--- config.mk ---
export PLATFORM = sky130hd
export DESIGN_NAME = ddc_dispatch_top
export DESIGN_NICKNAME = d
export VERILOG_FILES = /design/src/design/ddc_pkg.sv /design/src/design/ddc_rq_if.sv /design/src/design/ddc_dispatch_top.sv /design/src/design/ddc_retire_ctl.sv
export SDC_FILE = /design/constraint.sdc
export NUM_CORES = 1
export LEC_CHECK = 0
export ABC_CLOCK_PERIOD_IN_PS = 6900
export BUFFER_PORTS_ARGS = -buffer_cell sky130_fd_sc_hd__buf_2
export CORE_MARGIN = 1
export CORE_UTILIZATION = 55
export DETAILED_ROUTE_END_ITERATION = 7
export HOLD_SLACK_MARGIN = 0.05
export PLACE_DENSITY = 0.76
export SLEW_MARGIN = 40
export SYNTH_ARGS = -nofsm -noshare
export SYNTH_HDL_FRONTEND = slang
export SYNTH_SLANG_ARGS = --single-unit
export TNS_END_PERCENT = 20
--- constraint.sdc ---
create_clock -name sys_clk_in -period 6.9 [get_ports sys_clk_in]
set_clock_uncertainty 0.05 [all_clocks]
set_input_delay 0.69 -clock sys_clk_in [delete_from_list [all_inputs] [get_ports sys_clk_in]]
set_output_delay 0.69 -clock sys_clk_in [all_outputs]
set_load 0.01 [all_outputs]
--- src/design/ddc_pkg.sv ---
// constants and types for the dual dispatch and completion control
package ddc_pkg;
   localparam int TOTAL_MAX     = 12;
   localparam int RQ_DEPTH      = 6;
   localparam int FQ_DEPTH      = 6;
   localparam int INT_REN_CNT   = 6;
   localparam int FP_REN_CNT    = 6;
   localparam int SHADOW_CNT    = 1;
   localparam int DUAL_UPD_MAX  = 2;
   localparam int N_UNITS       = 4;
   localparam int CNT_W         = 4;
   localparam int TAG_W         = 3;

   typedef enum logic [1:0] {
      UNIT_INT = 2'b00,
      UNIT_LSU = 2'b01,
      UNIT_FPU = 2'b10,
      UNIT_SYS = 2'b11
   } ddc_unit_e;

   typedef enum logic [2:0] {
      BR_REL_UNCOND    = 3'b000,
      BR_REL_COND      = 3'b001,
      BR_TO_RET        = 3'b010,
      BR_TO_LOOP       = 3'b011,
      BR_LOOP_DEC_COND = 3'b100
   } ddc_br_e;

   typedef enum logic {
      BRS_IDLE  = 1'b0,
      BRS_STALL = 1'b1
   } ddc_brs_e;

   typedef struct packed {
      logic      vld;
      ddc_unit_e unit;
      logic      load_upd;
      logic      int_dst;
      logic      fp_dst;
      logic      cr_upd;
      logic      int_or_load;
      logic      comp_ser;
      logic      refetch_ser;
   } ddc_instr_s;

   typedef struct packed {
      logic [1:0] int_cnt;
      logic       fp_cnt;
      logic       cr_upd;
      logic       int_or_load;
      logic       comp_ser;
   } ddc_entry_s;
endpackage

--- src/design/ddc_rq_if.sv ---
// signals between dispatch control and the retire queue
`timescale 1ns/1ps
interface ddc_rq_if;
   import ddc_pkg::*;
   logic                   push0;
   logic                   push1;
   ddc_entry_s             ent0;
   ddc_entry_s             ent1;
   logic                   after_pred;
   logic [TAG_W-1:0]       tag0;
   logic [TAG_W-1:0]       tag1;
   logic                   fin_vld;
   logic [TAG_W-1:0]       fin_tag;
   logic                   fin_exc;
   logic                   pred_resolve;
   logic [CNT_W-1:0]       count;
   logic                   ret0;
   logic                   ret1;
   logic [2:0]             ret_int;
   logic [1:0]             ret_fp;
   logic                   head_exc;
   logic                   cs_busy;

   modport ctl (input push0, push1, ent0, ent1, after_pred, fin_vld, fin_tag, fin_exc,
                pred_resolve,
                output tag0, tag1, count, ret0, ret1, ret_int, ret_fp, head_exc, cs_busy);
   modport dsp (output push0, push1, ent0, ent1, after_pred, fin_vld, fin_tag, fin_exc,
                pred_resolve,
                input tag0, tag1, count, ret0, ret1, ret_int, ret_fp, head_exc, cs_busy);
endinterface

--- src/design/ddc_dispatch_top.sv ---
// dual dispatch, completion and branch resource control
//
// Behaviour
// - at most 12 instructions in flight, retire queue plus fetch queue
// - retire queue tracks six entries; dispatch stalls while it is full
// - six integer renames; no dispatch without a free one
// - load with address update takes two integer renames
// - six float renames bound float destinations in flight
// - only slots 0 and 1 dispatch, at most two a cycle
// - slot 0 needs unit, renames, queue room, no completion-serialized in flight
// - slot 1 only with slot 0, which is not completion or refetch serialized
// - slot 1 resources are counted after what slot 0 takes
// - oldest entry retires when finished, not behind unresolved branch, no exception
// - second entry retires only with the oldest and under the same checks
// - second entry retires only if integer or load
// - dual retire limited to two condition, two integer, two float updates
// - return-address branch needs that register, loop-count branch needs count register
// - branch-and-link needs a free shadow return address copy
// - counter-decrement branch needs count register free or condition false
// - condition-field branch waits while an earlier predicted branch is unresolved
// - relative branches without register updates fold if taken, else fall through
`timescale 1ns/1ps
module ddc_dispatch_top #(
   parameter int INT_REN = ddc_pkg::INT_REN_CNT,
   parameter int FP_REN  = ddc_pkg::FP_REN_CNT,
   parameter int SHADOW  = ddc_pkg::SHADOW_CNT
) (
   input  wire logic                      sys_clk_in,
   input  wire logic                      rst_n_in,
   input  wire logic [1:0]                fetch_push_in,
   output wire logic [2:0]                fetch_room_out,
   input  wire ddc_pkg::ddc_instr_s       slot0_in,
   input  wire ddc_pkg::ddc_instr_s       slot1_in,
   input  wire logic [ddc_pkg::N_UNITS-1:0] unit_free_in,
   output wire logic                      disp0_out,
   output wire logic                      disp1_out,
   output wire logic [ddc_pkg::TAG_W-1:0] tag0_out,
   output wire logic [ddc_pkg::TAG_W-1:0] tag1_out,
   input  wire logic                      fin_vld_in,
   input  wire logic [ddc_pkg::TAG_W-1:0] fin_tag_in,
   input  wire logic                      fin_exc_in,
   output wire logic                      ret0_out,
   output wire logic                      ret1_out,
   output wire logic                      head_exc_out,
   input  wire logic                      br_vld_in,
   input  wire ddc_pkg::ddc_br_e          br_kind_in,
   input  wire logic                      br_link_in,
   input  wire logic                      br_cr_cond_in,
   input  wire logic                      br_taken_in,
   input  wire logic                      cond_false_in,
   input  wire logic                      ret_busy_in,
   input  wire logic                      loop_busy_in,
   input  wire logic                      pred_unres_in,
   input  wire logic                      pred_resolve_in,
   input  wire logic                      shadow_release_in,
   output wire logic                      br_ok_out,
   output wire logic                      br_fold_out,
   output wire logic                      br_fall_out,
   output wire logic                      fetch_stall_out,
   output logic                           br_waiting_out,
   output logic [ddc_pkg::CNT_W-1:0]      fq_count_out,
   output logic [ddc_pkg::CNT_W-1:0]      int_free_out,
   output logic [ddc_pkg::CNT_W-1:0]      fp_free_out,
   output logic [ddc_pkg::CNT_W-1:0]      shadow_free_out
);
   import ddc_pkg::*;

   if (INT_REN < 2 || INT_REN > 15 || FP_REN < 1 || FP_REN > 15
       || SHADOW < 1 || SHADOW > 15) begin : g_chk
      $error("rename or shadow count out of range");
   end

   ddc_rq_if rq ();

   ddc_retire_ctl #(
      .DEPTH (RQ_DEPTH)
   ) u_retire (
      .sys_clk_in (sys_clk_in),
      .rst_n_in   (rst_n_in),
      .rq         (rq.ctl)
   );

   logic [CNT_W-1:0] fq_r;
   logic [CNT_W-1:0] int_free_r;
   logic [CNT_W-1:0] fp_free_r;
   logic [CNT_W-1:0] shadow_r;
   ddc_brs_e         brs_r;
   ddc_brs_e         brs_nxt;

   // ---- fetch queue occupancy and the in-flight ceiling
   wire [CNT_W-1:0] flight    = fq_r + rq.count;
   wire [CNT_W-1:0] fq_space  = CNT_W'(FQ_DEPTH) - fq_r;
   wire [CNT_W-1:0] tot_space = CNT_W'(TOTAL_MAX) - flight;
   wire [CNT_W-1:0] room      = (fq_space < tot_space) ? fq_space : tot_space;
   // only two fetch lanes exist, so the offer never exceeds two
   assign fetch_room_out = (room > 4'd2) ? 3'd2 : room[2:0];

   // ---- rename needs per slot
   wire [CNT_W-1:0] int_need0 = slot0_in.load_upd ? 4'd2 : CNT_W'(slot0_in.int_dst);
   wire [CNT_W-1:0] int_need1 = slot1_in.load_upd ? 4'd2 : CNT_W'(slot1_in.int_dst);
   wire [CNT_W-1:0] fp_need0  = CNT_W'(slot0_in.fp_dst);
   wire [CNT_W-1:0] fp_need1  = CNT_W'(slot1_in.fp_dst);

   // ---- execution unit availability, with what slot 0 takes removed for slot 1
   logic [N_UNITS-1:0] unit_left;
   for (genvar u = 0; u < N_UNITS; u++) begin : g_unit
      assign unit_left[u] = unit_free_in[u]
                            && !(disp0_out && slot0_in.unit == ddc_unit_e'(u));
   end

   wire rq_room0 = rq.count < CNT_W'(RQ_DEPTH);
   wire rq_room1 = rq.count + 4'd1 < CNT_W'(RQ_DEPTH);
   wire int_ok0  = int_need0 <= int_free_r;
   wire fp_ok0   = fp_need0 <= fp_free_r;
   wire int_ok1  = int_need0 + int_need1 <= int_free_r;
   wire fp_ok1   = fp_need0 + fp_need1 <= fp_free_r;
   wire fq_has0  = fq_r != '0;
   wire fq_has1  = fq_r > 4'd1;

   // only the two bottom fetch queue entries are ever looked at
   assign disp0_out = slot0_in.vld && fq_has0 && unit_free_in[slot0_in.unit]
                      && int_ok0 && fp_ok0 && rq_room0 && !rq.cs_busy;
   assign disp1_out = disp0_out && slot1_in.vld && fq_has1
                      && !slot0_in.comp_ser && !slot0_in.refetch_ser
                      && unit_left[slot1_in.unit] && int_ok1 && fp_ok1 && rq_room1;

   assign tag0_out = rq.tag0;
   assign tag1_out = rq.tag1;

   // ---- retire queue hookup
   assign rq.push0        = disp0_out;
   assign rq.push1        = disp1_out;
   assign rq.ent0         = '{int_cnt: int_need0[1:0], fp_cnt: slot0_in.fp_dst,
                              cr_upd: slot0_in.cr_upd, int_or_load: slot0_in.int_or_load,
                              comp_ser: slot0_in.comp_ser};
   assign rq.ent1         = '{int_cnt: int_need1[1:0], fp_cnt: slot1_in.fp_dst,
                              cr_upd: slot1_in.cr_upd, int_or_load: slot1_in.int_or_load,
                              comp_ser: slot1_in.comp_ser};
   assign rq.after_pred   = pred_unres_in;
   assign rq.fin_vld      = fin_vld_in;
   assign rq.fin_tag      = fin_tag_in;
   assign rq.fin_exc      = fin_exc_in;
   assign rq.pred_resolve = pred_resolve_in;
   assign ret0_out        = rq.ret0;
   assign ret1_out        = rq.ret1;
   assign head_exc_out    = rq.head_exc;

   // ---- branch resolution
   wire is_rel = br_kind_in == BR_REL_UNCOND || br_kind_in == BR_REL_COND;
   wire reg_ok = (br_kind_in == BR_TO_RET) ? !ret_busy_in
               : (br_kind_in == BR_TO_LOOP) ? !loop_busy_in
               : (br_kind_in == BR_LOOP_DEC_COND) ? (!loop_busy_in || cond_false_in)
               : 1'b1;
   wire cr_ok   = !(br_cr_cond_in && pred_unres_in);
   wire link_ok = !br_link_in || shadow_r != '0;
   assign br_ok_out       = br_vld_in && reg_ok && cr_ok && link_ok;
   assign fetch_stall_out = br_vld_in && !br_ok_out;
   // a link writes the return register, so such a branch is never folded
   assign br_fold_out = br_ok_out && is_rel && !br_link_in && br_taken_in;
   assign br_fall_out = br_ok_out && is_rel && !br_link_in && !br_taken_in;

   always_comb begin
      brs_nxt = brs_r;
      case (brs_r)
         BRS_IDLE: begin
            if (fetch_stall_out) begin
               brs_nxt = BRS_STALL;
            end
         end
         BRS_STALL: begin
            if (!fetch_stall_out) begin
               brs_nxt = BRS_IDLE;
            end
         end
         default: brs_nxt = BRS_IDLE;
      endcase
   end

   wire shadow_take = br_ok_out && br_link_in;
   wire shadow_give = shadow_release_in && shadow_r != CNT_W'(SHADOW);

   always_ff @(posedge sys_clk_in) begin
      if (!rst_n_in) begin
         fq_r       <= '0;
         int_free_r <= CNT_W'(INT_REN);
         fp_free_r  <= CNT_W'(FP_REN);
         shadow_r   <= CNT_W'(SHADOW);
         brs_r      <= BRS_IDLE;
      end else begin
         fq_r       <= fq_r + CNT_W'(fetch_push_in) - CNT_W'(disp0_out) - CNT_W'(disp1_out);
         int_free_r <= int_free_r - (disp0_out ? int_need0 : 4'd0)
                       - (disp1_out ? int_need1 : 4'd0) + CNT_W'(rq.ret_int);
         fp_free_r  <= fp_free_r - (disp0_out ? fp_need0 : 4'd0)
                       - (disp1_out ? fp_need1 : 4'd0) + CNT_W'(rq.ret_fp);
         shadow_r   <= shadow_r - CNT_W'(shadow_take) + CNT_W'(shadow_give);
         brs_r      <= brs_nxt;
      end
   end

   assign br_waiting_out  = brs_r == BRS_STALL;
   assign fq_count_out    = fq_r;
   assign int_free_out    = int_free_r;
   assign fp_free_out     = fp_free_r;
   assign shadow_free_out = shadow_r;
endmodule

--- src/design/ddc_retire_ctl.sv ---
// retire queue: entry storage and the two-oldest completion decision
`timescale 1ns/1ps
module ddc_retire_ctl #(
   parameter int DEPTH = ddc_pkg::RQ_DEPTH
) (
   input  wire logic sys_clk_in,
   input  wire logic rst_n_in,
   ddc_rq_if.ctl     rq
);
   import ddc_pkg::*;

   if (DEPTH < 2 || DEPTH > (1 << TAG_W)) begin : g_chk
      $error("retire queue depth out of range");
   end

   ddc_entry_s       ent_r [DEPTH];
   logic [DEPTH-1:0] vld_r;
   logic [DEPTH-1:0] fin_r;
   logic [DEPTH-1:0] exc_r;
   logic [DEPTH-1:0] aft_r;
   logic [DEPTH-1:0] cs_vec;
   logic [TAG_W-1:0] head_r;
   logic [TAG_W-1:0] tail_r;
   logic [CNT_W-1:0] cnt_r;

   function automatic logic [TAG_W-1:0] inc(input logic [TAG_W-1:0] p);
      inc = (p == TAG_W'(DEPTH - 1)) ? '0 : p + 1'b1;
   endfunction

   wire [TAG_W-1:0] h1 = inc(head_r);
   wire [TAG_W-1:0] t1 = inc(tail_r);
   wire ok0 = vld_r[head_r] && fin_r[head_r] && !aft_r[head_r] && !exc_r[head_r];
   wire [2:0] cr_sum  = 3'(ent_r[head_r].cr_upd) + 3'(ent_r[h1].cr_upd);
   wire [2:0] int_sum = 3'(ent_r[head_r].int_cnt) + 3'(ent_r[h1].int_cnt);
   wire [2:0] fp_sum  = 3'(ent_r[head_r].fp_cnt) + 3'(ent_r[h1].fp_cnt);
   wire upd_ok = (cr_sum <= 3'(DUAL_UPD_MAX)) && (int_sum <= 3'(DUAL_UPD_MAX))
                 && (fp_sum <= 3'(DUAL_UPD_MAX));
   wire ok1 = ok0 && vld_r[h1] && fin_r[h1] && !aft_r[h1] && !exc_r[h1]
              && ent_r[h1].int_or_load && upd_ok;

   assign rq.ret0     = ok0;
   assign rq.ret1     = ok1;
   assign rq.ret_int  = (ok0 ? 3'(ent_r[head_r].int_cnt) : 3'd0)
                        + (ok1 ? 3'(ent_r[h1].int_cnt) : 3'd0);
   assign rq.ret_fp   = (ok0 ? 2'(ent_r[head_r].fp_cnt) : 2'd0)
                        + (ok1 ? 2'(ent_r[h1].fp_cnt) : 2'd0);
   assign rq.tag0     = tail_r;
   assign rq.tag1     = rq.push0 ? t1 : tail_r;
   assign rq.count    = cnt_r;
   assign rq.head_exc = vld_r[head_r] && exc_r[head_r];
   assign rq.cs_busy  = |cs_vec;

   wire [CNT_W-1:0] n_in  = CNT_W'(rq.push0) + CNT_W'(rq.push1);
   wire [CNT_W-1:0] n_out = CNT_W'(ok0) + CNT_W'(ok1);

   for (genvar i = 0; i < DEPTH; i++) begin : g_ent
      wire w0  = rq.push0 && tail_r == TAG_W'(i);
      wire w1  = rq.push1 && rq.tag1 == TAG_W'(i);
      wire r0  = ok0 && head_r == TAG_W'(i);
      wire r1  = ok1 && h1 == TAG_W'(i);
      wire fin = rq.fin_vld && rq.fin_tag == TAG_W'(i);
      assign cs_vec[i] = vld_r[i] && ent_r[i].comp_ser;
      always_ff @(posedge sys_clk_in) begin
         if (!rst_n_in) begin
            vld_r[i] <= 1'b0;
            fin_r[i] <= 1'b0;
            exc_r[i] <= 1'b0;
            aft_r[i] <= 1'b0;
            ent_r[i] <= '0;
         end else if (w0 || w1) begin
            vld_r[i] <= 1'b1;
            fin_r[i] <= 1'b0;
            exc_r[i] <= 1'b0;
            aft_r[i] <= rq.after_pred && !rq.pred_resolve;
            ent_r[i] <= w0 ? rq.ent0 : rq.ent1;
         end else begin
            if (r0 || r1) begin
               vld_r[i] <= 1'b0;
            end
            if (fin) begin
               fin_r[i] <= 1'b1;
               exc_r[i] <= rq.fin_exc;
            end
            if (rq.pred_resolve) begin
               aft_r[i] <= 1'b0;
            end
         end
      end
   end

   always_ff @(posedge sys_clk_in) begin
      if (!rst_n_in) begin
         head_r <= '0;
         tail_r <= '0;
         cnt_r  <= '0;
      end else begin
         head_r <= ok1 ? inc(h1) : (ok0 ? h1 : head_r);
         tail_r <= rq.push1 ? inc(rq.tag1) : (rq.push0 ? t1 : tail_r);
         cnt_r  <= cnt_r + n_in - n_out;
      end
   end
endmodule

==> flow_results.xml <==
<?xml version="1.0" encoding="UTF-8"?>
<metrics>
  <group name="synthesis">
    <metric name="synth-compound-area-share" unit="">0.127</metric>
    <metric name="synthesis.area_per_instance" unit="um2">9.29</metric>
    <metric name="synth_mux_area_frac" unit="">0.0934</metric>
    <metric name="yosys.cell_count.top_type" unit="">sky130_fd_sc_hd__inv_1</metric>
    <metric name="largest_family_of_logic_cells_by_synthesized_area" unit="">simple AND/OR/NAND/NOR gates</metric>
    <metric name="syn-instance-count" unit="">672</metric>
    <metric name="synth_adder_area_share" unit="">0.178</metric>
    <metric name="yosys.cell_types.count" unit="">77</metric>
    <metric name="mappedNetlistNets" unit="">796</metric>
    <metric name="synth_simple_gate_area_share" unit="">0.186</metric>
    <metric name="yosys_warnings" unit="">0</metric>
    <metric name="synthesis.area" unit="um2">6240</metric>
    <metric name="synth_top_flop_cell" unit="">sky130_fd_sc_hd__dfxtp_1</metric>
    <metric name="synthDominantAreaCellType" unit="">sky130_fd_sc_hd__dfxtp_1</metric>
    <metric name="synthArstFlopShare" unit="">0</metric>
    <metric name="synthTopCellsByArea" unit="">sky130_fd_sc_hd__dfxtp_1, sky130_fd_sc_hd__edfxtp_1, sky130_fd_sc_hd__ha_1</metric>
    <metric name="synth-seq-cells" unit="">84</metric>
    <metric name="synth.yosys.seq_area_share" unit="">0.317</metric>
    <metric name="synth_largest_type_area_fraction" unit="">0.173</metric>
    <metric name="synth-edff-count" unit="">30</metric>
    <metric name="xor_and_xnor_area_share_after_synthesis" unit="">0.0295</metric>
    <metric name="synth_commonest_cells" unit="">sky130_fd_sc_hd__inv_1, sky130_fd_sc_hd__nand2_1, sky130_fd_sc_hd__ha_1, sky130_fd_sc_hd__dfxtp_1, sky130_fd_sc_hd__nor2_1</metric>
  </group>
  <group name="global_route">
    <metric name="grt_util_all_layers" unit="">0.283</metric>
    <metric name="grt_pass1_wl" unit="mm">25.1</metric>
    <metric name="grt_util_met2" unit="">0.467</metric>
    <metric name="antenna_found_initial" unit="">0</metric>
    <metric name="grtUsageMet1" unit="">0.373</metric>
    <metric name="globalRouteMet3Util" unit="">0.0470</metric>
    <metric name="first_global_vias" unit="">4986</metric>
    <metric name="globalRoute.totalOverflow" unit="">0</metric>
    <metric name="grt_busiest_layer" unit="">met2</metric>
    <metric name="maximum_number_of_pins_on_one_net_before_global_route_repair" unit="">42</metric>
  </group>
  <group name="floorplanning">
    <metric name="dieHeight" unit="um">109</metric>
    <metric name="core_region_area" unit="um2">10900</metric>
    <metric name="initial_core_util" unit="">0.571</metric>
    <metric name="fp-row-count" unit="">38</metric>
    <metric name="floorplan.io_pins" unit="">81</metric>
    <metric name="dieWidth" unit="um">109</metric>
    <metric name="die-area" unit="um2">11800</metric>
  </group>
  <group name="sta">
    <metric name="final.min_clock_period" unit="ns">6.05</metric>
    <metric name="slew-limit-headroom" unit="">0.417</metric>
    <metric name="slew_viol_final" unit="">0</metric>
    <metric name="least_margin_pin_slew" unit="ns">0.874</metric>
    <metric name="maxClockFrequency" unit="MHz">165</metric>
    <metric name="final_hold_viol_count" unit="">0</metric>
    <metric name="period_utilization" unit="">0.877</metric>
    <metric name="final_setup_viols" unit="">0</metric>
    <metric name="post_route_setup_tns" unit="ns">0</metric>
    <metric name="rsz0062_at_grt" unit="">false</metric>
  </group>
  <group name="cells_and_area">
    <metric name="area_delta_synth_final" unit="%">12.7</metric>
    <metric name="finalNetCount" unit="">865</metric>
    <metric name="antenna_cells" unit="">0</metric>
    <metric name="nFillCells" unit="">891</metric>
    <metric name="drive_above_1_share" unit="">0.169</metric>
  </group>
  <group name="detailed_routing">
    <metric name="firstDrtPassIters" unit="">6</metric>
    <metric name="vias_per_cell" unit="">5.88</metric>
    <metric name="drcViolationCount" unit="">0</metric>
    <metric name="initialDrtViolationCount" unit="">367</metric>
    <metric name="wl_per_cell" unit="um">17.8</metric>
    <metric name="ant_nets" unit="">0</metric>
    <metric name="routed_wirelength" unit="mm">15.8</metric>
    <metric name="detailroute.via_count" unit="">5208</metric>
  </group>
  <group name="power_and_ir_drop">
    <metric name="clockPowerShare" unit="">0.269</metric>
    <metric name="worst_supply_voltage_drop_on_vdd" unit="uV">223</metric>
    <metric name="pwr-share-seq" unit="">0.326</metric>
    <metric name="leakagePower" unit="nW">3.15</metric>
    <metric name="power_density_normalized_to_cell_area" unit="nW/um2">280</metric>
    <metric name="switchingPower" unit="mW">0.727</metric>
    <metric name="fraction_of_power_consumed_by_combinational_cells" unit="">0.405</metric>
    <metric name="power.internal" unit="mW">1.24</metric>
    <metric name="p_sw_frac" unit="">0.369</metric>
    <metric name="power.total" unit="mW">1.97</metric>
  </group>
  <group name="setup_path">
    <metric name="setup.worst_path.end_class" unit="">register</metric>
    <metric name="worstPathArrival" unit="ns">6.21</metric>
    <metric name="worst-endpoint-required" unit="ns">7.06</metric>
    <metric name="maximum_fanout_count_along_the_critical_path" unit="">12</metric>
    <metric name="cpPeakStageDelay" unit="ns">0.60</metric>
    <metric name="timing.critical_path.buf_inv" unit="">4</metric>
    <metric name="crit_path_start_kind" unit="">register</metric>
    <metric name="cp_top_family" unit="">adder cells</metric>
    <metric name="critical_path_class" unit="">reg2reg</metric>
    <metric name="crit_path_cell_trace" unit="">and2_1 &gt; ha_1 &gt; a21oi_2 &gt; inv_1 &gt; o21ai_0 &gt; ha_1 &gt; inv_1 &gt; fa_1 &gt; o21ai_0 &gt; a31o_1 &gt; or3_1 &gt; or2_2 &gt; nor2b_1 &gt; ha_1 &gt; fa_1 &gt; inv_1 &gt; fa_1 &gt; inv_1 &gt; ha_1 &gt; a21o_1 &gt; a21oi_1 &gt; xnor2_1 &gt; nor2_1</metric>
    <metric name="critical_path.slowest_cell" unit="">sky130_fd_sc_hd__dfxtp_1</metric>
  </group>
  <group name="clock_tree">
    <metric name="cts-resized-gates" unit="">0</metric>
    <metric name="holdBufCountCts" unit="">0</metric>
    <metric name="clock_latency" unit="ns">0.35</metric>
    <metric name="cts_inserted_buffers" unit="">9</metric>
    <metric name="clk_pin_slew" unit="ns">0.06</metric>
    <metric name="htree_num_levels" unit="">3</metric>
    <metric name="tritoncts_clock_tree" unit="">built</metric>
    <metric name="cts_buffer_depth" unit="">2</metric>
    <metric name="clock_sink_count" unit="">84</metric>
    <metric name="clock-root-buffer" unit="">sky130_fd_sc_hd__clkbuf_16</metric>
    <metric name="postCtsSetupBuffers" unit="">0</metric>
  </group>
  <group name="place">
    <metric name="hpwlAfterDp" unit="mm">12.0</metric>
    <metric name="finalWeightedCongestion" unit="">0.910</metric>
    <metric name="port_buffers" unit="">76</metric>
  </group>
  <group name="outcome">
    <metric name="outcome" unit="">finished, final reports clean</metric>
  </group>
  <group name="min_path">
    <metric name="hold_path.class" unit="">reg2reg</metric>
  </group>
  <group name="flow_run">
    <metric name="max-cap-violations" unit="">0</metric>
  </group>
</metrics>
==> final cells by class <==
type | count | area [um2] | area share
Inverter | 80 | 300 | 0.0427
Clock inverter | 1 | 7.51 | 0.00107
Tap cell | 140 | 175 | 0.0249
Sequential cell | 84 | 1980 | 0.282
Clock buffer | 15 | 322 | 0.0457
Timing Repair Buffer | 80 | 410 | 0.0583
Multi-Input combinational cell | 486 | 3840 | 0.546
==> worst reg2reg max path, stage by stage (launching register included) <==
cell                      delay (ns)
sky130_fd_sc_hd__dfxtp_1        0.60
sky130_fd_sc_hd__and2_1         0.22
sky130_fd_sc_hd__ha_1           0.30
sky130_fd_sc_hd__a21oi_2        0.28
sky130_fd_sc_hd__inv_1          0.15
sky130_fd_sc_hd__o21ai_0        0.25
sky130_fd_sc_hd__ha_1           0.19
sky130_fd_sc_hd__inv_1          0.05
sky130_fd_sc_hd__fa_1           0.46
sky130_fd_sc_hd__o21ai_0        0.10
sky130_fd_sc_hd__a31o_1         0.21
sky130_fd_sc_hd__or3_1          0.53
sky130_fd_sc_hd__or2_2          0.39
sky130_fd_sc_hd__nor2b_1        0.15
sky130_fd_sc_hd__ha_1           0.17
sky130_fd_sc_hd__fa_1           0.46
sky130_fd_sc_hd__inv_1          0.10
sky130_fd_sc_hd__fa_1           0.46
sky130_fd_sc_hd__inv_1          0.08
sky130_fd_sc_hd__ha_1           0.22
sky130_fd_sc_hd__a21o_1         0.15
sky130_fd_sc_hd__a21oi_1        0.17
sky130_fd_sc_hd__xnor2_1        0.13
sky130_fd_sc_hd__nor2_1         0.05
==> per-stage QoR <==
stage	cells	setup WS (ns)	hold WS [ns]	instance area (um2)	utilization
floorplan	672	1.09	0.383	6240	-
detailed placement	870	0.900	0.402	6710	0.614
finish	886	0.849	0.412	7040	0.644
global route	886	0.410	0.426	7040	0.644
global placement	870	0.962	0.393	6710	0.613
CTS	886	0.857	0.413	7040	0.644
==> flip-flops by register name, indices dropped and copies added (netlist names), named ones only <==
| register | flops |
|---|---|
| u_retire.fin_r | 6 |
| br_waiting_out | 1 |
| fp_free_out | 4 |
| u_retire.ent_r | 30 |
| u_retire.exc_r | 6 |
| fq_count_out | 4 |
| int_free_out | 4 |
| u_retire.head_r | 3 |
| u_retire.rq.count | 4 |
| u_retire.rq.tag0 | 3 |
| u_retire.aft_r | 6 |
| shadow_free_out | 4 |
| u_retire.vld_r | 6 |
==> per-layer routing <==
layer	up-vias	part of all wire
met4	0	0.022
met1	2463	0.43
met5	-	0
met3	29	0.066
met2	237	0.48
li1	2479	-
==> final timing paths <==
check / from / to / slack (ns) / cells after the start
min: u_retire.aft_r[5] / u_retire.aft_r[5] / 0.41 / 2
max: u_retire.head_r[1] / int_free_out[3] / 0.85 / 23
max reg2reg: u_retire.head_r[1] / int_free_out[3] / 0.85 / 23
min reg2reg: u_retire.aft_r[5] / u_retire.aft_r[5] / 0.41 / 2
==> cell usage in the layout (no fill, tap or decap), drive strengths merged, types with 3 or more instances in the layout <==
cell type  Yosys  routed
inv           80      80
buf            9      80
nand2         78      78
ha            60      60
dfxtp         54      54
nor2          47      47
a21oi         35      35
edfxtp        30      30
mux2i         26      26
o21ai         20      20
fa            18      18
clkbuf        13      15
nand2b        14      14
nor2b         13      13
xor2          12      12
and2          11      11
mux4          10      10
nor3          10      10
xnor2          9       9
and3           9       9
mux2           8       8
nand3          8       8
o211ai         7       7
a21o           6       6
or3            6       6
nor4           6       6
a22oi          6       6
nor3b          6       6
a211oi         5       5
o211a          5       5
o21a           4       4
a31oi          4       4
a22o           3       3
and2b          3       3
==> power groups by stage <==
stage                     Combinational (mW)  Clock (mW)  Sequential [mW]
after global placement                 0.738           0            0.647
after floorplan                        0.563           0            0.648
after CTS                              0.802       0.529            0.640
final                                  0.799       0.530            0.642
after global routing                   0.911       0.549            0.650
after detailed placement               0.795           0            0.651
==> cell families (layout without fill, tap and decap cells) <==
kind of cell,count (synthesis),in the layout
buffers and inverters,102,176
flip-flops,84,84
AND/OR/NAND/NOR,225,225
XOR/XNOR,21,21
AO/OA/AOI/OAI,117,117
adder cells (fa/ha/maj),78,78
other,1,1
multiplexers,44,44
No activity file was read; power rests on OpenSTA's default activity.
